### src/rtl/msx_pkg.sv
// Purpose: Shared constants for the master-only serial exchange block
// Assumes: 32-bit Avalon-MM register slave, 50 MHz system clock
// Notes: Offsets are byte addresses
package msx_pkg;
    // ------------------------------------------------------------
    // Register map
    // ------------------------------------------------------------
    localparam logic [3:0] MSX_OFF_DATA = 4'h0;
    localparam logic [3:0] MSX_OFF_CTRL = 4'h4;
    localparam logic [3:0] MSX_OFF_MASK = 4'h8;
    // ------------------------------------------------------------
    // Control register fields
    // ------------------------------------------------------------
    localparam int MSX_RATE_HI = 15;
    localparam int MSX_RATE_LO = 13;
    localparam int MSX_ENABLE_BIT = 9;
    localparam int MSX_XCH_BIT = 8;
    localparam int MSX_IRQ_BIT = 7;
    localparam int MSX_IRQEN_BIT = 6;
    localparam int MSX_PHA_BIT = 5;
    localparam int MSX_POL_BIT = 4;
    localparam int MSX_CNT_HI = 3;
    localparam int MSX_CNT_LO = 0;
    localparam logic [15:0] MSX_CTRL_RESET = 16'h0000;
    localparam logic [15:0] MSX_DATA_RESET = 16'h0000;
    localparam logic [31:0] MSX_UNMAPPED = 32'h00000000;
    // ------------------------------------------------------------
    // Timing: least divide is 4, half period of 2 system clocks
    // ------------------------------------------------------------
    localparam int MSX_MIN_DIV = 4;
    localparam logic [7:0] MSX_MIN_HALF = 8'(MSX_MIN_DIV / 2);
    localparam int MSX_WORD_W = 16;
    typedef enum logic [1:0] {MSX_IDLE, MSX_LEAD, MSX_TRAIL} msx_state_e;
endpackage

### src/rtl/msx_rate_div.sv
// Purpose: Half-period tick generator for the serial clock
// Assumes: rate code 0..7, divide 4 << code
// Notes: Held cleared while not running
`timescale 1ns/1ps
`default_nettype none
module msx_rate_div (
    // Clock and reset
    input wire logic sys_clk,
    input wire logic rst_n,
    // Control
    input wire logic run,
    input wire logic [2:0] rateCode,
    // Tick
    output logic halfTick
);
    import msx_pkg::*;
    logic [7:0] count;
    logic [7:0] next_count;
    logic [7:0] halfLen;

    // Half period length and counter next value
    always_comb begin
        halfLen = 8'(MSX_MIN_HALF << rateCode); // RL15
        next_count = count;
        if (!run) begin
            next_count = 8'h00; // RL19
        end else if (count == 8'(halfLen - 8'h01)) begin
            next_count = 8'h00;
        end else begin
            next_count = 8'(count + 8'h01);
        end
        halfTick = run && (count == 8'(halfLen - 8'h01));
    end

    // Counter register
    always_ff @(posedge sys_clk or negedge rst_n) begin
        if (!rst_n) begin
            count <= 8'h00;
        end else begin
            count <= next_count;
        end
    end
endmodule
`default_nettype wire

### src/rtl/msx_shifter.sv
// Purpose: Shift register for one exchange, MSB first
// Assumes: bit length len = count field + 1
// Notes: Shift and capture strobes come from the sequencer
`timescale 1ns/1ps
`default_nettype none
module msx_shifter #(
    parameter int WIDTH = 16
) (
    // Clock and reset
    input wire logic sys_clk,
    input wire logic rst_n,
    // Control
    input wire logic load,
    input wire logic [WIDTH-1:0] loadData,
    input wire logic [3:0] topBit,
    input wire logic capture,
    input wire logic shift,
    input wire logic rxBit,
    // Data
    output logic [WIDTH-1:0] word,
    output logic txBit
);
    import msx_pkg::*;
    logic [WIDTH-1:0] next_word;
    logic sampled;
    logic next_sampled;

    // Capture latches rx, shift moves it in at the bottom
    // A capture in the shift cycle (phase 1) passes rx straight in
    always_comb begin
        next_word = word;
        next_sampled = sampled;
        if (load) begin
            next_word = loadData;
        end else if (shift) begin
            next_word = {word[WIDTH-2:0], capture ? rxBit : sampled}; // RL17
        end
        if (capture) begin
            next_sampled = rxBit;
        end
        txBit = word[topBit]; // RL17
    end

    // Shift register
    always_ff @(posedge sys_clk or negedge rst_n) begin
        if (!rst_n) begin
            word <= MSX_DATA_RESET;
            sampled <= 1'b0;
        end else begin
            word <= next_word;
            sampled <= next_sampled;
        end
    end
endmodule
`default_nettype wire

### src/rtl/msx_exchange.sv
// Purpose: Master-only serial exchange unit with Avalon-MM registers
// Assumes: pins are synchronous to sys_clk; chip enable is outside
// Notes: One exchange of 1..16 bits per trigger
// Operation
// RL1: Unit is master only, makes clock
// RL2: Software selects serial pin function first
// RL3: Set enable alone, then other fields
// RL4: Data writes ignored disabled or busy
// RL5: Trigger bit stays set until done
// RL6: Done raises interrupt, gated by mask
// RL7: Done flag cleared by writing zero
// RL8: Enable stays across back-to-back exchanges
// RL9: Phase 0: out on fall, in rise
// RL10: Phase 0: MSB out at data write
// RL11: Phase 1: out on rise, in fall
// RL12: Phase 1: MSB out first rise
// RL13: Polarity inverts pin clock only
// RL14: Chip enable comes from general pin
// RL15: Rate field divides clock 4 to 512
// RL16: Idle clock level equals polarity
// RL17: MSB first, received data right-aligned
// RL18: Data read during exchange is undefined
// RL19: Disabled: divider, shifter stopped, clock idle
// RL20: Exactly bit count clock pulses issued
`timescale 1ns/1ps
`default_nettype none
module msx_exchange (
    // Clock and reset
    input wire logic sys_clk,
    input wire logic rst_n,
    // Avalon-MM slave
    input wire logic [3:0] address,
    input wire logic read,
    input wire logic write,
    input wire logic [3:0] byteenable,
    input wire logic [31:0] writedata,
    output logic [31:0] readdata,
    output logic waitrequest,
    // Serial pins
    output logic serial_clock_out,
    output logic serial_data_out,
    input wire logic serial_data_in,
    // Interrupt request to the processor
    output logic exchangeIrq
);
    import msx_pkg::*;

    // ------------------------------------------------------------
    // State
    // ------------------------------------------------------------
    logic [15:0] ctrl;
    logic [15:0] next_ctrl;
    logic serial_irq_mask_bit;
    logic next_serial_irq_mask_bit;
    msx_state_e state;
    msx_state_e next_state;
    logic [4:0] pulses;
    logic [4:0] next_pulses;
    logic [31:0] next_readdata;
    logic rdValid;
    logic next_rdValid;
    logic txHold;
    logic next_txHold;
    logic serialClk;
    logic next_serialClk;
    logic halfTick;
    logic load;
    logic capture;
    logic shift;
    logic [15:0] word;
    logic txBit;
    logic enable;
    logic busy;
    logic phase;
    logic [3:0] topBit;
    logic wrCtrl;
    logic wrData;
    logic wrMask;
    logic done;

    assign enable = ctrl[MSX_ENABLE_BIT];
    assign busy = ctrl[MSX_XCH_BIT];
    assign phase = ctrl[MSX_PHA_BIT];
    assign topBit = ctrl[MSX_CNT_HI:MSX_CNT_LO];

    // ------------------------------------------------------------
    // Bus decode: writes answer at once, reads after one wait
    // ------------------------------------------------------------
    // Reads wait one cycle so the answer comes from a flip-flop
    assign waitrequest = read && !rdValid;
    assign wrCtrl = write && (address == MSX_OFF_CTRL) && (byteenable[1:0] == 2'b11);
    assign wrData = write && (address == MSX_OFF_DATA) && (byteenable[1:0] == 2'b11);
    assign wrMask = write && (address == MSX_OFF_MASK) && byteenable[0];
    // Data load only when enabled and idle
    assign load = wrData && enable && !busy; // RL4

    // Read data mux, loaded in the wait cycle of a read
    always_comb begin
        next_readdata = readdata;
        next_rdValid = read && !rdValid;
        if (read && !rdValid) begin
            if (address == MSX_OFF_DATA) begin
                next_readdata = {16'h0000, word}; // RL18
            end else if (address == MSX_OFF_CTRL) begin
                next_readdata = {16'h0000, ctrl};
            end else if (address == MSX_OFF_MASK) begin
                next_readdata = {31'h00000000, serial_irq_mask_bit};
            end else begin
                next_readdata = MSX_UNMAPPED;
            end
        end
    end

    // ------------------------------------------------------------
    // Divider and shifter
    // ------------------------------------------------------------
    msx_rate_div u_div (
        .sys_clk(sys_clk),
        .rst_n(rst_n),
        .run(enable && (state != MSX_IDLE)), // RL19
        .rateCode(ctrl[MSX_RATE_HI:MSX_RATE_LO]),
        .halfTick(halfTick)
    );

    msx_shifter #(.WIDTH(MSX_WORD_W)) u_shift (
        .sys_clk(sys_clk),
        .rst_n(rst_n),
        .load(load),
        .loadData(writedata[15:0]),
        .topBit(topBit),
        .capture(capture),
        .shift(shift),
        .rxBit(serial_data_in),
        .word(word),
        .txBit(txBit)
    );

    // ------------------------------------------------------------
    // Exchange sequencer
    // ------------------------------------------------------------
    // Lead edge is the rising logical edge, trail the falling
    always_comb begin
        next_state = state;
        next_pulses = pulses;
        next_serialClk = serialClk;
        next_txHold = txHold;
        capture = 1'b0;
        shift = 1'b0;
        done = 1'b0;
        if (load && !phase) begin
            next_txHold = writedata[topBit]; // RL10
        end
        case (state)
            MSX_IDLE: begin
                next_serialClk = 1'b0;
                if (busy && enable) begin
                    next_state = MSX_LEAD; // RL1
                    next_pulses = 5'({1'b0, topBit} + 5'h01);
                    if (!phase) begin
                        next_txHold = txBit;
                    end
                end
            end
            MSX_LEAD: begin
                if (halfTick) begin
                    next_serialClk = 1'b1;
                    next_state = MSX_TRAIL;
                    if (phase) begin
                        next_txHold = txBit; // RL11 RL12
                        capture = 1'b0;
                    end else begin
                        capture = 1'b1; // RL9
                    end
                end
            end
            MSX_TRAIL: begin
                if (halfTick) begin
                    next_serialClk = 1'b0;
                    next_pulses = 5'(pulses - 5'h01);
                    if (phase) begin
                        capture = 1'b1; // RL11
                    end
                    shift = 1'b1;
                    if (pulses == 5'h01) begin
                        next_state = MSX_IDLE; // RL20
                        done = 1'b1;
                    end else begin
                        next_state = MSX_LEAD;
                    end
                end
            end
            default: begin
                next_state = MSX_IDLE;
            end
        endcase
        // A disable mid-exchange parks the sequencer at once
        if (!enable) begin
            next_state = MSX_IDLE; // RL19
            next_serialClk = 1'b0;
        end
    end

    // Phase 0 output follows the shifted word after each fall but the last; idle shows txHold
    logic txOut;
    assign txOut = (phase || state == MSX_IDLE) ? txHold : txBit; // RL9

    // ------------------------------------------------------------
    // Control register
    // ------------------------------------------------------------
    always_comb begin
        next_ctrl = ctrl;
        next_serial_irq_mask_bit = serial_irq_mask_bit;
        if (wrMask) begin
            next_serial_irq_mask_bit = writedata[0];
        end
        if (wrCtrl) begin
            next_ctrl = writedata[15:0] & 16'he3ff;
            // Trigger only sets, hardware clears it
            next_ctrl[MSX_XCH_BIT] = ctrl[MSX_XCH_BIT] || (writedata[MSX_XCH_BIT] && enable); // RL3 RL5
            // Done flag cleared by zero, kept by one
            next_ctrl[MSX_IRQ_BIT] = ctrl[MSX_IRQ_BIT] && writedata[MSX_IRQ_BIT]; // RL7
            if (busy) begin
                next_ctrl[MSX_RATE_HI:MSX_POL_BIT] = {ctrl[MSX_RATE_HI:MSX_RATE_LO], 3'h0,
                    writedata[MSX_ENABLE_BIT], next_ctrl[MSX_XCH_BIT], next_ctrl[MSX_IRQ_BIT],
                    ctrl[MSX_IRQEN_BIT], ctrl[MSX_PHA_BIT], ctrl[MSX_POL_BIT]};
                next_ctrl[MSX_CNT_HI:MSX_CNT_LO] = ctrl[MSX_CNT_HI:MSX_CNT_LO];
            end
        end
        if (done) begin
            next_ctrl[MSX_XCH_BIT] = 1'b0; // RL5 RL8
            next_ctrl[MSX_IRQ_BIT] = 1'b1; // RL6
        end
        if (!next_ctrl[MSX_ENABLE_BIT]) begin
            next_ctrl[MSX_XCH_BIT] = 1'b0;
        end
    end

    // ------------------------------------------------------------
    // Registers
    // ------------------------------------------------------------
    always_ff @(posedge sys_clk or negedge rst_n) begin
        if (!rst_n) begin
            ctrl <= MSX_CTRL_RESET;
            serial_irq_mask_bit <= 1'b1;
            state <= MSX_IDLE;
            pulses <= 5'h00;
            serialClk <= 1'b0;
            txHold <= 1'b0;
            readdata <= 32'h00000000;
            rdValid <= 1'b0;
        end else begin
            ctrl <= next_ctrl;
            serial_irq_mask_bit <= next_serial_irq_mask_bit;
            state <= next_state;
            pulses <= next_pulses;
            serialClk <= next_serialClk;
            txHold <= next_txHold;
            readdata <= next_readdata;
            rdValid <= next_rdValid;
        end
    end

    // Pin drive: polarity only inverts the clock pin
    assign serial_clock_out = serialClk ^ ctrl[MSX_POL_BIT]; // RL13 RL16
    assign serial_data_out = txOut;
    assign exchangeIrq = ctrl[MSX_IRQ_BIT] && ctrl[MSX_IRQEN_BIT] && !serial_irq_mask_bit; // RL6

    // ------------------------------------------------------------
    // Assertions
    // ------------------------------------------------------------
    AST_IDLE_CLK: assert property (@(posedge sys_clk) disable iff (!rst_n) // RL16
        (state == MSX_IDLE) |-> (serial_clock_out == ctrl[MSX_POL_BIT]))
        else $error("clock not at idle level");
    AST_DISABLED_STOP: assert property (@(posedge sys_clk) disable iff (!rst_n) // RL19
        !enable |=> (state == MSX_IDLE))
        else $error("sequencer runs while disabled");
    AST_DATA_IGNORED: assert property (@(posedge sys_clk) disable iff (!rst_n) // RL4
        (wrData && busy && !shift) |=> (word == $past(word)))
        else $error("data written while busy");
    AST_XCH_HOLD: assert property (@(posedge sys_clk) disable iff (!rst_n) // RL5
        (busy && enable && !done) |=> busy)
        else $error("trigger dropped early");
    AST_DONE_SETS_IRQ: assert property (@(posedge sys_clk) disable iff (!rst_n) // RL6
        done |=> (ctrl[MSX_IRQ_BIT] && !busy))
        else $error("done flag not raised");
    AST_IRQ_CLEAR: assert property (@(posedge sys_clk) disable iff (!rst_n) // RL7
        (wrCtrl && !writedata[MSX_IRQ_BIT] && !done) |=> !ctrl[MSX_IRQ_BIT])
        else $error("done flag not cleared");
    AST_PHA0_MSB: assert property (@(posedge sys_clk) disable iff (!rst_n) // RL10
        (load && !phase) |=> (serial_data_out == $past(writedata[topBit])))
        else $error("msb not shown at load");
    AST_LAST_PULSE: assert property (@(posedge sys_clk) disable iff (!rst_n) // RL20
        (state == MSX_TRAIL && halfTick && pulses == 5'h01 && enable) |=> (state == MSX_IDLE))
        else $error("extra clock pulse");

    // ------------------------------------------------------------
    // Data line assertions per phase
    // ------------------------------------------------------------
    // Phase 0 holds the line through the rise, phase 1 through the fall
    AST_PHA0_HOLD_RISE: assert property (@(posedge sys_clk) disable iff (!rst_n) // RL9
        (state == MSX_LEAD && !phase && enable && !wrCtrl) |=> $stable(serial_data_out))
        else $error("phase 0 data moved at rise");
    AST_PHA1_HOLD_FALL: assert property (@(posedge sys_clk) disable iff (!rst_n) // RL11
        (state == MSX_TRAIL && phase && enable && !wrCtrl) |=> $stable(serial_data_out))
        else $error("phase 1 data moved at fall");
    // Phase 1 launches each bit at the rise
    AST_PHA1_LAUNCH: assert property (@(posedge sys_clk) disable iff (!rst_n) // RL12
        (state == MSX_LEAD && halfTick && phase && !wrCtrl) |=> (serial_data_out == $past(txBit)))
        else $error("phase 1 bit not launched at rise");
    // Last phase 1 bit is captured and shifted in one edge
    AST_RX_LAST_BIT: assert property (@(posedge sys_clk) disable iff (!rst_n) // RL17
        (state == MSX_TRAIL && halfTick && phase && pulses == 5'h01 && enable)
        |=> (word[0] == $past(serial_data_in)))
        else $error("last received bit lost");

    // ------------------------------------------------------------
    // Control and status assertions
    // ------------------------------------------------------------
    // A trigger needs enable and starts the sequencer at once
    AST_TRIGGER_NEEDS_ENABLE: assert property (@(posedge sys_clk) disable iff (!rst_n) // RL3
        !enable |=> !busy)
        else $error("trigger set while disabled");
    AST_TRIGGER_STARTS: assert property (@(posedge sys_clk) disable iff (!rst_n) // RL1
        (state == MSX_IDLE && busy && enable) |=> (state == MSX_LEAD))
        else $error("trigger did not start exchange");
    // Data loads only while the sequencer rests
    AST_LOAD_IDLE: assert property (@(posedge sys_clk) disable iff (!rst_n) // RL4
        load |-> (state == MSX_IDLE))
        else $error("data loaded during exchange");
    // Enable survives the end of an exchange
    AST_ENABLE_KEPT: assert property (@(posedge sys_clk) disable iff (!rst_n) // RL8
        (done && enable && !wrCtrl) |=> enable)
        else $error("enable dropped at done");
    // Masked request never reaches the processor
    AST_IRQ_MASKED: assert property (@(posedge sys_clk) disable iff (!rst_n) // RL6
        serial_irq_mask_bit |-> !exchangeIrq)
        else $error("masked request raised");
    // Done flag stays until software writes zero
    AST_IRQ_HELD: assert property (@(posedge sys_clk) disable iff (!rst_n) // RL7
        (ctrl[MSX_IRQ_BIT] && !(wrCtrl && !writedata[MSX_IRQ_BIT])) |=> ctrl[MSX_IRQ_BIT])
        else $error("done flag dropped");
    // Disabled unit parks the clock pin at once
    AST_DISABLED_PIN: assert property (@(posedge sys_clk) disable iff (!rst_n) // RL19
        !enable |=> (serial_clock_out == ctrl[MSX_POL_BIT]))
        else $error("clock pin moved while disabled");
endmodule
`default_nettype wire

### config.mk
export PLATFORM = sky130hd
export DESIGN_NAME = msx_exchange
export DESIGN_NICKNAME = d
export VERILOG_FILES = /design/src/rtl/msx_pkg.sv /design/src/rtl/msx_rate_div.sv /design/src/rtl/msx_shifter.sv /design/src/rtl/msx_exchange.sv
export SDC_FILE = /design/constraint.sdc
export NUM_CORES = 1
export LEC_CHECK = 0
export ABC_AREA = 1
export BUFFER_PORTS_ARGS = -buffer_cell sky130_fd_sc_hd__buf_2
export CAP_MARGIN = 20
export CORE_ASPECT_RATIO = 1.5
export CORE_UTILIZATION = 50
export DETAILED_ROUTE_END_ITERATION = 7
export PLACE_DENSITY = 0.76
export SYNTH_ARGS = -nofsm -noshare
export SYNTH_HDL_FRONTEND = slang
export SYNTH_SLANG_ARGS = --single-unit
### constraint.sdc
create_clock -name sys_clk -period 2.2 [get_ports sys_clk]
set_input_delay 0.44 -clock sys_clk [delete_from_list [all_inputs] [get_ports sys_clk]]
set_output_delay 0.44 -clock sys_clk [all_outputs]
set_load 0.02 [all_outputs]
---- Word-level counts from Yosys, hierarchy flattened ----
Index checks and enable logic that the tools add are counted.
operators by class
  add/subtract/negate cells ............... 4
  $lt $le $gt $ge ......................... 2
  equality and inequality tests ........... 14
  shift-type cells ........................ 1
  multiplexer cells ....................... 46
  bitwise operators ....................... 2
  reduce and logical (&&, ||, !) cells .... 33
operators by type and width
  kind                                                         number
  two-way mux 16 bit                                           4
  two-way mux 1 bit                                            24
  logical AND 1 bit                                            17
  two-way mux 8 bit                                            2
  two-way mux 10 bit                                           1
  two-way mux 2 bit                                            5
  two-way mux 5 bit                                            2
  case mux 5 bit (2 select lines)                              1
  inequality test 3 bit (second input constant)                3
  AND reduction 3 bit                                          3
  adder 8 x 1 -> 8 bit (second input constant)                 1
  binary-select mux 1 bit (select 4 bit)                       2
  == test 8 bit                                                1
  nonzero test 2 bit                                           4
  left shift 2 x 3 -> 8 bit (first input constant)             1
  subtractor 8 x 1 -> 8 bit (second input constant)            1
  two-way mux 7 bit                                            1
  less-than comparator 4 x 6 -> 1 bit (second input constant)  1
  case mux 2 bit (3 select lines)                              1
  adder 4 x 1 -> 5 bit (second input constant)                 1
  == test 5 x 1 -> 1 bit (second input constant)               1
  less-than comparator 4 x 5 -> 1 bit (second input constant)  1
  subtractor 5 x 1 -> 5 bit (second input constant)            1
  == test 2 bit (second input constant)                        2
  other kinds (15)                                             21
word-level totals
  flip-flop bits (word level) ............. 84
  input port bits ......................... 45
  output and inout bits ................... 36
  word-level logic and storage cells ...... 117

---- Depth between registers and ports, before layout ----
Gate-level depths: netlist (run 1).
  word-level depth ........................ 10
  gate-level depth with buffers ........... 17

---- By module ----
From an unflattened synthesis (run 1), not the netlist that was laid out.
second synthesis, totals
  cells, all modules ...................... 547
  area total of the unflattened synthesis .. 4081.4 µm²
modules (own cells, without submodules)
  module        instances  cells an instance  area an instance (µm²)  seq. area each (µm²)
  msx_exchange  1          326                2463.6                  1002.2
  msx_shifter   1          114                982.2                   425.4
  msx_rate_div  1          107                635.6                   200.2

---- Worst setup path after synthesis (run 1) ----
No wires, ideal clock.
  path type ............................... register to register
  start point ............................. register ctrl[14]
  end point ............................... register u_shift.word[2]
  arrival time ............................ 1.957 ns
  required time ........................... 2.126 ns
  slack ................................... 0.170 ns
  cell stages (with the launch flop) ...... 17
  path buffers ............................ 2
  period minus slack after synthesis ...... 2.030 ns
  cells stage by stage .................... dfrtp_1 nor2_2 nand2_1 ha_1 inv_1 nand2_1 nand2_1 nor2_1 nor2_1 nand2_1 nor2_4 nand4_4 nand2_2 buf_6 buf_8 nand2_1 o21ai_2
on the way
  cells in the longest elaborated chain, start to end .. 7
ends and longest elaborated chain
  what                          RTL line             text
  start, declared               msx_exchange.sv:51   logic [15:0] ctrl;
  start signal, assigned        msx_exchange.sv:252  ctrl <= next_ctrl;
  left shift 2 x 3 -> 8 bit     msx_rate_div.sv:23   halfLen = 8'(MSX_MIN_HALF << rateCode);
  subtractor 8 x 1 -> 8 bit     msx_rate_div.sv:32   halfTick = run && (count == 8'(halfLen - 8'h01));
  == test 8 bit                 msx_rate_div.sv:32
  logical AND 1 bit             msx_rate_div.sv:32
  two-way mux 1 bit             msx_exchange.sv:177  if (halfTick) begin
  two-way mux 1 bit             msx_exchange.sv:153  case (state)
  nonzero test 2 bit (no line)  n/a
  end signal, assigned          msx_shifter.sv:50    word <= next_word;
  end, declared                 msx_shifter.sv:20    output logic [WIDTH-1:0] word,
No other way between the ends.
A chain may end at the register's enable or synchronous reset.

---- Worst setup path after layout (run 1) ----
  start point ............................. register ctrl[14]
  end point ............................... register u_shift.word[3]
Same word-level chain as after synthesis.

==> reports/metrics.yaml, run 1 <==
placement:
  place.gp.congestion: 0.944
  dp_hpwl_mm: 7.85
  dpl_worst_slack_ns: 0.0389
  port_buffers: 46
  dp_cells: 706
timing:
  setup_tns_ns: -0.370
  min_period_ns: 2.24
  finalMaxSlewViolations: 0
  min_period_over_period_pct: 102
  relSlewSlack_pct: 59.4
  rsz0062_at_grt: "true"
  fin_skew_ns: 0.00861
  hold_viol_final: 0
  max_freq_mhz: 447
  setup_viol: 15
  worstMarginPinSlew_ns: 0.607
  fin_ws_ns: -0.0357
layout:
  seqCellArea_um2: 1630
  fin_nets: 682
  syn2layout_area_growth_pct: 25.2
  multiInputGateArea_um2: 2130
  final_layout_size_suffix_gt1_share_pct: 24.7
  instances_no_fill: 734
  diodes: 0
  fillers: 664
critical_path:
  critPathMaxStageDelay_ns: 0.42
  cp.arrival_ns: 2.50
  critical_path_depth: 14
  worstSetupPathType: "flip-flop to flip-flop"
  end_kind: "flip-flop"
  cp.required_ns: 2.46
  reg2reg_depth: 14
  startpoint_type: "flip-flop"
  crit_family: "simple AND/OR/NAND/NOR gates"
  critPathMostFrequentCell: "nand2_2"
  critical_path.max_fanout: 7
  cp_slowest_cell: "dfrtp_1"
  crit_buf_inv: 2
  path_cells: "nor2_2 -> nand2_2 -> ha_4 -> inv_2 -> nand2_2 -> nand3_2 -> nor2_1 -> nand2_1 -> nor2_4 -> nand4_4 -> nand2_4 -> clkbuf_16 -> nand2_2 -> o21ai_2"
global_routing:
  grt_start_max_net_pins: 48
  grt_pass1_wl_mm: 17.7
  antenna_found_initial: 0
  grt_pass1_vias: 3905
  track_usage_pct: 28.1
  grt-ovfl-total: 0
synthesis:
  synthCells: 561
  ys_async_sr_fraction_pct: 100
  synthTopCellsByCount: "nand2_1, inv_1, dfrtp_1, o21ai_0, nand3_1"
  synth.most_common_cell: "nand2_1"
  ys_ff_latch: 65
  synth_top_cell_area_share_pct: 39.7
  synthFlopType: "dfrtp_1"
  avgSynthCellArea_um2: 7.20
  yosysSeqAreaShare_pct: 40.3
  ys.warnings.count: 0
  netlist_top_cells_area: "dfrtp_1, nand2_1, inv_1, o21ai_0, nand3_1"
  synth_cell_types: 39
  synth_edf_count: 0
  synth_area_um2: 4040
  yosys.area.top_type: "dfrtp_1"
route:
  via_count: 4003
  vias_per_cell: 5.45
  dr.pass1.iters: 5
  wire_per_inst_um: 15.5
  routed_wirelength_mm: 11.4
  drtAntennaViolNets: 0
  drc: 0
  drt_iter0_drc: 351
power_and_ir_drop:
  p_leak_nw: 2.54
  pwr_density_cell_nw_per_um2: 725
  ir_drop_v: 0.000426
  total_power_mw: 3.66
clock_network:
  hold_buffers: 0
  clock_sinks: 65
  numCtsBuffers: 9
  clk_transition_reported_paths_ns: 0.05
  htree_levels: 3
  clockBufferDepth: 2
  root_buffer: "clkbuf_16"
  clk_latency_ns: 0.34
  cts_tree: "done"
die:
  die_h_um: 112
  start_util_pct: 52.4
  die_w_um: 75.4
  std_cell_rows: 39
  core_area_um2: 7710
  die_area_um2: 8450
  ioPinCount: 81
run_status:
  violations: "setup timing"
  status: "finished, violations left"
job:
  cap_violations: 0
worst_hold_path:
  min_path_type: "primary input to async pin"
through the flow:
step / area, µm² / hold WS, ns / util (%)
after floorplan: 4090 / 0.144 / -
final: 5060 / 0.0530 / 65.6
after detailed placement: 4390 / 0.426 / 56.9
after CTS: 4750 / 0.0644 / 61.6
after global placement: 4390 / 0.420 / 56.9
after global routing: 5060 / 0.0851 / 65.6
power by group:
part	internal [mW]	switching, mW
Clock	0.935	0.514
Combinational	0.341	0.527
Sequential	1.26	0.0849
repair_timing:
item / in CTS / in global routing
cloned: 1 / 4
setup buffers: 1 / 6
pin swaps: 3 / 14
setup endpoints to repair: 4 / 35
gates resized for setup: 9 / 54
cells in the final DEF, fill, tap and decap left out, drive strengths merged, types with 3 or more instances in the layout:
master / n
o22ai: 12
inv: 77
dfrtp: 64
buf: 72
ha: 10
clkinv: 3
nand3: 41
xor2: 5
nand2: 166
nor2: 33
o211ai: 4
clkbuf: 16
nor3: 5
conb: 16
nand4: 10
o31ai: 3
o21ai: 68
a21oi: 13
state kept, by name, summed over array words and instances, names as in the netlist:
register / cells
ctrl: 13
pulses: 5
rdValid: 1
readdata: 16
serialClk: 1
serial_irq_mask_bit: 1
state: 2
txHold: 1
u_div.count: 8
u_shift.sampled: 1
u_shift.word: 16
worst paths after layout:
path	to	slack [ns]	start
hold / removal	readdata[11]$_DFFE_PN0P_	0.05	rst_n
hold reg to reg	rdValid$_DFF_PN0_	0.46	rdValid$_DFF_PN0_
min in group sys_clk	rdValid$_DFF_PN0_	0.37	read
setup reg to reg	u_shift.word[3]$_DFFE_PN0P_	-0.04	ctrl[14]$_DFFE_PN0P_
max in group asynchronous	serial_irq_mask_bit$_DFFE_PN1P_	1.48	rst_n
setup / recovery	u_shift.word[3]$_DFFE_PN0P_	-0.04	ctrl[14]$_DFFE_PN0P_
worst register-to-register path, delay by kind of cell (launching register included):
kind	cells	cell delay [ns]
flops	1	0.42
buf+inv	2	0.22
compound gates	1	0.05
simple gates	10	1.18
fa+ha+maj	1	0.29
routing by layer:
| layer | global-route usage (%) | vias to the layer above | part of all wire (%) |
|---|---|---|---|
| met5 | 0 | - | 0 |
| met4 | 18.3 | 0 | 5.9 |
| met3 | 4.13 | 46 | 4.3 |
| met2 | 47.6 | 141 | 52 |
| met1 | 31.9 | 1915 | 37 |
| li1 | - | 1901 | - |
cell type report:
class                      count  share of cell area (%)
multi-input combinational    397                    42.1
clock inverter                 3                   0.792
tap                          102                    2.52
inverter                      78                    5.89
clock buffer                  13                    5.15
sequential                    65                    32.2
timing repair buffer          76                    11.3
cell families after synthesis:
| logic type | share of synthesized area, % |
|---|---|
| AND/OR/NAND/NOR | 27.9 |
| AO/OA/AOI/OAI | 14.3 |
| flip-flops | 40.3 |
| XOR/XNOR | 1.52 |
| buffers and inverters | 12.8 |
| other | 0.0929 |
| adder cells (fa/ha/maj) | 3.10 |
Power figures use the tool's default switching activity.
==> inputs of run 2 (changes only) <==
- ABC_AREA: 1 -> not set
- PLACE_DENSITY: 0.76 -> 0.77
==> reports/metrics.yaml, run 2 <==
run_status:
  status: "finished, violations left"  # unchanged
  violations: "setup timing"  # unchanged
critical_path:
  cp.arrival_ns: 3.04  # was 2.50 ns
  r2r_slack_ns: -0.62  # was -0.04 ns
  r2r-start: "ctrl[15]$_DFFE_PN0P_"  # was ctrl[14]$_DFFE_PN0P_
  end_kind: "flip-flop"  # unchanged
  reg2reg_depth: 9  # was 14
  critical_path.max_fanout: 18  # was 7
  worstSetupPathType: "flip-flop to flip-flop"  # unchanged
  cp.required_ns: 2.42  # was 2.46 ns
  regToRegEndpoint: "u_shift.word[9]$_DFFE_PN0P_"  # was u_shift.word[3]$_DFFE_PN0P_
  startpoint_type: "flip-flop"  # unchanged
die:
  std_cell_rows: 39  # unchanged
  core_area_um2: 7560  # was 7710 µm²
  start_util_pct: 51.5  # was 52.4%
  die_area_um2: 8150  # was 8450 µm²
  ioPinCount: 81  # unchanged
  die_h_um: 110  # was 112 µm
  die_w_um: 74.0  # was 75.4 µm
timing:
  max_freq_mhz: 355  # was 447 MHz
  worstMarginPinSlew_ns: 0.574  # was 0.607 ns
  fin_ws_ns: -0.617  # was -0.0357 ns
  setup_viol: 36  # was 15
  relSlewSlack_pct: 61.3  # was 59.4%
  setup_tns_ns: -18.58  # was -0.370 ns
  rsz0062_at_grt: "true"  # unchanged
  hold_viol_final: 0  # unchanged
  finalMaxSlewViolations: 0  # unchanged
  min_period_ns: 2.82  # was 2.24 ns
  min_period_over_period_pct: 128  # was 102%
  fin_skew_ns: 0.00433  # was 0.00861 ns
synthesis:
  synthTopCellsByCount: "dfrtp_1, nand2_1, o21ai_0, nor2_1"  # was nand2_1, inv_1, dfrtp_1, o21ai_0, nand3_1
  synth.most_common_cell: "dfrtp_1"  # was nand2_1
  synth_edf_count: 0  # unchanged
  synth_top_cell_area_share_pct: 41.1  # was 39.7%
  yosys.area.top_type: "dfrtp_1"  # unchanged
  synthCells: 396  # was 561
  netlist_top_cells_area: "dfrtp_1, mux4_2, o21ai_0, nand2_1, mux2i_1"  # was dfrtp_1, nand2_1, inv_1, o21ai_0, nand3_1
  yosysSeqAreaShare_pct: 41.8  # was 40.3%
  synthFlopType: "dfrtp_1"  # unchanged
  synth_cell_types: 54  # was 39
  ys_ff_latch: 65  # unchanged
  synth_area_um2: 3890  # was 4040 µm²
  ys_async_sr_fraction_pct: 100  # unchanged
  ys.warnings.count: 0  # unchanged
  avgSynthCellArea_um2: 9.83  # was 7.20 µm²
power_and_ir_drop:
  ir_drop_v: 0.000497  # was 0.000426 V
  net-switching-power_uw: 995  # was 1.13 mW
  p_leak_nw: 2.33  # was 2.54 nW
  seq_power_share_pct: 34.9  # was 36.8%
  p_comb_share_pct: 21.3  # was 23.7%
  pwr-share-clk_pct: 43.8  # was 39.5%
  intPower_mw: 2.78  # was 2.54 mW
  pwr_density_cell_nw_per_um2: 716  # was 725 nW/µm²
  p_sw_share_pct: 26.4  # was 30.7%
global_routing:
  top_usage_layer: "met2"  # unchanged
  grt_pass1_vias: 3364  # was 3905
  track_usage_pct: 28.1  # about the same
  antenna_found_initial: 0  # unchanged
  grt_pass1_wl_mm: 16.7  # was 17.7 mm
  grt_use_met2_pct: 48.7  # was 47.6%
  grt_use_met1_pct: 31.4  # was 31.9%
  grt-ovfl-total: 0  # unchanged
  grt_start_max_net_pins: 34  # was 48
  use_met3_pct: 7.18  # was 4.13%
clock_network:
  clockBufferDepth: 2  # unchanged
  cts_tree: "done"  # unchanged
  clock_sinks: 65  # unchanged
  root_buffer: "clkbuf_16"  # unchanged
  clk_latency_ns: 0.34  # about the same
  htree_levels: 3  # unchanged
  hold_buffers: 0  # unchanged
  numCtsBuffers: 9  # unchanged
  clk_transition_reported_paths_ns: 0.06  # was 0.05 ns
layout:
  top_regs: "readdata x16, u_shift.word x16, ctrl x13"  # unchanged
  layout.cells.most_common_list: "dfrtp_1, buf_4, nand2_1, buf_2, o21ai_0"  # was nand2_1, inv_1, dfrtp_1, buf_2, o21ai_0
  fin_nets: 552  # was 682
  final_common_cell: "dfrtp_1"  # was nand2_1
  final_layout_size_suffix_gt1_share_pct: 39.0  # was 24.7%
  syn2layout_area_growth_pct: 35.4  # was 25.2%
  diodes: 0  # unchanged
route:
  drt_iter0_drc: 274  # was 351
  drc: 0  # unchanged
  vias_per_cell: 5.72  # was 5.45
  dr.pass1.iters: 5  # unchanged
  routed_wirelength_mm: 10.7  # was 11.4 mm
  wire_per_inst_um: 17.8  # was 15.5 µm
  via_count: 3455  # was 4003
  drtAntennaViolNets: 0  # unchanged
placement:
  dp_hpwl_mm: 7.62  # was 7.85 mm
  place.gp.congestion: 0.950  # was 0.944
  dpl_worst_slack_ns: -0.618  # was 0.0389 ns
  port_buffers: 46  # unchanged
job:
  cap_violations: 0  # unchanged
worst_hold_path:
  min_path_type: "primary input to async pin"  # unchanged
-- run 2: cell types whose count changed in the layout (fill, tap and decap cells not counted), moves of 12 or more --
cell | before | now
nand2_1 | 141 | 47
o21ai_0 | 43 | 25
o22ai_1 | 12 | 0
buf_4 | 23 | 58
nand3_1 | 32 | 12
mux2i_1 | 0 | 14
a22oi_1 | 0 | 12
inv_1 | 70 | 15
nand2_2 | 19 | 1
-- run 2: cell type report --
class / instances / area [µm²]
Fill cell: 546 / 2290
Clock buffer: 10 / 239
Inverter: 15 / 56.3
Timing Repair Buffer: 113 / 808
Clock inverter: 6 / 105
Tap cell: 102 / 128
Sequential cell: 65 / 1630
Multi-Input combinational cell: 293 / 2300
-- run 2: per-stage QoR --
step | utilization (%) | power, mW | area [µm²] | hold slack [ns] | instances
floorplan | - | 1.72 | 4010 | 0.144 | 411
global placement | 60.7 | 1.95 | 4590 | 0.414 | 576
detailed placement | 60.7 | 1.97 | 4590 | 0.423 | 576
CTS | 68.6 | 3.74 | 5180 | 0.0674 | 602
global route | 69.7 | 3.90 | 5270 | 0.0789 | 604
finish | 69.7 | 3.77 | 5270 | 0.0576 | 604
-- run 2: power groups by stage --
stage / clock network, mW / registers (mW) / logic, mW
6_report: 1.65 / 1.32 / 0.803
5_1_grt: 1.72 / 1.32 / 0.859
2_1_floorplan: 0 / 1.32 / 0.400
3_3_place_gp: 0 / 1.33 / 0.624
4_1_cts: 1.67 / 1.31 / 0.756
3_5_place_dp: 0 / 1.33 / 0.643
-- run 2: worst max-delay path by stage --
stage | start | end | slack, ns | depth (start not counted)
after CTS | ctrl[14]$_DFFE_PN0P_ | u_shift.word[9]$_DFFE_PN0P_ | -0.60 | 9
after global placement | ctrl[14]$_DFFE_PN0P_ | txHold$_DFF_PN0_ | -0.53 | 10
after detailed placement | ctrl[14]$_DFFE_PN0P_ | u_shift.word[9]$_DFFE_PN0P_ | -0.62 | 9
after global routing | ctrl[14]$_DFFE_PN0P_ | u_shift.word[9]$_DFFE_PN0P_ | -0.70 | 9
after floorplan | ctrl[15]$_DFFE_PN0P_ | u_shift.word[0]$_DFFE_PN0P_ | -0.62 | 11
final | ctrl[15]$_DFFE_PN0P_ | u_shift.word[9]$_DFFE_PN0P_ | -0.62 | 9
-- run 2: kinds of logic after synthesis --
kind of cell    count (synthesis)  synth area share [%]
mux                            40                  13.6
flops                          65                  41.8
buf+inv                        53                  7.26
other cells                     1                0.0963
compound gates                 90                  15.0
xor+xnor                       15                  3.38
fa+ha+maj                      10                  3.21
simple gates                  122                  15.6
-- run 2: metal layers --
layer	share of wire, %	routed length (µm)
met5	0	0
met4	3.3	354
met3	4.7	507
met2	55	5850
met1	37	4020
-- run 2: worst max-delay path, cell delays in order, from the launching register on --
cell and delay [ns]:
dfrtp_1 0.41, or3_4 0.36, ha_4 0.28, xor2_1 0.16, nand2_1 0.08, a311o_4 0.41, or4_4 0.53, buf_12 0.19
mux2i_2 0.19, o21ai_1 0.08
-- run 2: repair_timing --
| action | 4_1_cts | 5_1_grt |
|---|---|---|
| gates resized for setup | 37 | 13 |
| setup buffers | 11 | 3 |
| pin swaps | 25 | 3 |
| setup endpoints to repair | 36 | 36 |
| cloned | 0 | 0 |
==> inputs of run 3 (changes only) <==
- CORE_UTILIZATION: 50 -> 45
- CTS_BUF_LIST: not set -> sky130_fd_sc_hd__clkbuf_8
- PLACE_DENSITY: 0.77 -> 0.7
==> reports/metrics.yaml, run 3 (synthesis results as in run 2) <==
run_status:
  status: "finished, violations left"  # unchanged
  violations: "setup timing"  # unchanged
global_routing:
  use_met3_pct: 3.62  # was 7.18%
  grt-ovfl-total: 0  # unchanged
  grt_use_met2_pct: 43.3  # was 48.7%
  grt_use_met1_pct: 25.7  # was 31.4%
  antenna_found_initial: 0  # unchanged
  grt_pass1_wl_mm: 16.1  # was 16.7 mm
  top_usage_layer: "met2"  # unchanged
  grt_start_max_net_pins: 33  # was 34
  track_usage_pct: 23.3  # was 28.1%
  grt_pass1_vias: 3365  # was 3364
layout:
  final_layout_size_suffix_gt1_share_pct: 38.1  # was 39.0%
  layout.cells.most_common_list: "dfrtp_1, buf_4, nand2_1, buf_2, nor2_1"  # was dfrtp_1, buf_4, nand2_1, buf_2, o21ai_0
  diodes: 0  # unchanged
  instances_no_fill: 616  # was 604
  fillers: 704  # was 546
  fin_nets: 559  # was 552
  top_regs: "readdata x16, u_shift.word x16, ctrl x13"  # unchanged
  syn2layout_area_growth_pct: 32.8  # was 35.4%
  final_common_cell: "dfrtp_1"  # unchanged
  postLayoutCoreUtil_pct: 61.4  # was 69.7%
timing:
  setup_viol: 36  # unchanged
  max_freq_mhz: 348  # was 355 MHz
  fin_ws_ns: -0.676  # was -0.617 ns
  hold_ws_ns: 0.160  # was 0.0576 ns
  fin_skew_ns: 0.0113  # was 0.00433 ns
  min_period_over_period_pct: 131  # was 128%
  rsz0062_at_grt: "true"  # unchanged
  worstMarginPinSlew_ns: 0.753  # was 0.574 ns
  hold_viol_final: 0  # unchanged
  min_period_ns: 2.88  # was 2.82 ns
  finalMaxSlewViolations: 0  # unchanged
  relSlewSlack_pct: 49.8  # was 61.3%
critical_path:
  startpoint_type: "flip-flop"  # unchanged
  critical_path.max_fanout: 7  # was 18
  cp.arrival_ns: 3.11  # was 3.04 ns
  r2r_slack_ns: -0.68  # was -0.62 ns
  critPathMaxStageDelay_ns: 0.62  # was 0.53 ns
  end_kind: "flip-flop"  # unchanged
  worstSetupPathType: "flip-flop to flip-flop"  # unchanged
  cp.required_ns: 2.44  # was 2.42 ns
  path_cells: "or3_4 -> ha_4 -> xnor2_2 -> xnor2_1 -> a311o_4 -> or4_4 -> buf_12 -> mux2i_1 -> o21ai_1"  # was or3_4 -> ha_4 -> xor2_1 -> nand2_1 -> a311o_4 -> or4_4 -> buf_12 -> mux2i_2 -> o21ai_1
  reg2reg_depth: 9  # unchanged
  cp_slowest_cell: "or4_4"  # unchanged
clock_network:
  root_buffer: "clkbuf_8"  # was clkbuf_16
  htree_levels: 3  # unchanged
  clock_sinks: 65  # unchanged
  clk_transition_reported_paths_ns: 0.08  # was 0.06 ns
  numCtsBuffers: 9  # unchanged
  clockBufferDepth: 2  # unchanged
  clk_latency_ns: 0.35  # was 0.34 ns
  cts_tree: "done"  # unchanged
route:
  drt_iter0_drc: 280  # was 274
  vias_per_cell: 5.56  # was 5.72
  via_count: 3423  # was 3455
  drtAntennaViolNets: 0  # unchanged
  dr.pass1.iters: 6  # was 5
  drc: 0  # unchanged
  routed_wirelength_mm: 10.6  # was 10.7 mm
  wire_per_inst_um: 17.2  # was 17.8 µm
placement:
  dp_hpwl_mm: 7.39  # was 7.62 mm
  port_buffers: 46  # unchanged
  dp_cells: 586  # was 576
  place.gp.congestion: 0.849  # was 0.950
die:
  start_util_pct: 46.3  # was 51.5%
  std_cell_rows: 41  # was 39
  die_w_um: 77.9  # was 74.0 µm
  core_area_um2: 8410  # was 7560 µm²
  die_h_um: 116  # was 110 µm
  ioPinCount: 81  # unchanged
  die_area_um2: 9030  # was 8150 µm²
power_and_ir_drop:
  p_leak_nw: 2.31  # was 2.33 nW
  ir_drop_v: 0.000384  # was 0.000497 V
  pwr_density_cell_nw_per_um2: 594  # was 716 nW/µm²
  total_power_mw: 3.07  # was 3.77 mW
job:
  cap_violations: 0  # unchanged
worst_hold_path:
  min_path_type: "primary input to async pin"  # unchanged
-- run 3: cell count changes in the layout (fill, tap and decap cells not counted), sizes merged --
cell / previous run / this run
bufinv: 3 / 1
inv: 15 / 16
clkinvlp: 0 / 2
buf: 113 / 118
clkbuf: 10 / 11
-- run 3: final cells by class --
cell class | count | area [µm²] | area share [%]
multi-input cells | 293 | 2250 | 43.5
clock buffers | 9 | 124 | 2.40
flip-flops and latches | 65 | 1630 | 31.5
well taps | 107 | 134 | 2.59
clock inverters | 7 | 63.8 | 1.23
repair buffers | 120 | 911 | 17.6
inverters | 15 | 56.3 | 1.09
-- run 3: layer usage --
metal | part of all wire [%] | wire length [µm] | up-vias
li1 | - | - | 1607
met1 | 38 | 4000 | 1676
met2 | 55 | 5880 | 117
met3 | 4.1 | 439 | 23
met4 | 2.6 | 281 | 0
met5 | 0 | 0 | -
-- run 3: worst max-delay path, delay by kind of cell (launching register included) --
family | cells | cell delay, ns
adders and majority gates | 1 | 0.20
xor gates and xnor gates | 2 | 0.28
DFF | 1 | 0.41
muxes | 1 | 0.19
AOI/OAI and AO/OA | 2 | 0.50
and+or+nand+nor | 2 | 1.02
buffers and inverters | 1 | 0.18
-- run 3: stage by stage --
stage	setup slack (ns)	instance area, µm²	TNS [ns]
2_1_floorplan	-0.617	4010	-15.65
3_3_place_gp	-0.539	4650	-16.46
3_5_place_dp	-0.612	4650	-17.96
4_1_cts	-0.621	4990	-18.62
5_1_grt	-0.746	5170	-23.76
6_report	-0.676	5170	-21.34
-- run 3: final timing paths --
path                                         start                           end
setup reg to reg              ctrl[14]$_DFFE_PN0P_   u_shift.word[3]$_DFFE_PN0P_
max in group asynchronous                    rst_n           ctrl[8]$_DFFE_PN0P_
hold / removal                               rst_n      u_div.count[6]$_DFF_PN0_
min in group sys_clk                 writedata[10]  u_shift.word[10]$_DFFE_PN0P_
setup / recovery              ctrl[14]$_DFFE_PN0P_   u_shift.word[3]$_DFFE_PN0P_
hold reg to reg            readdata[3]$_DFFE_PN0P_       readdata[3]$_DFFE_PN0P_
-- run 3: power breakdown --
| group | internal, mW | total (mW) | switching [mW] |
|---|---|---|---|
| logic | 0.376 | 0.759 | 0.384 |
| clock network | 0.513 | 0.995 | 0.482 |
| registers | 1.25 | 1.32 | 0.0653 |
| total | 2.14 | 3.07 | 0.931 |
-- run 3: what timing repair did --
| item | 4_1_cts | 5_1_grt |
|---|---|---|
| setup buffers | 7 | 6 |
| gates resized for setup | 23 | 19 |
| pin swaps | 7 | 18 |
| hold buffers | 0 | 0 |
| endpoints found under the setup margin | 36 | 36 |
| gates cloned | 0 | 2 |
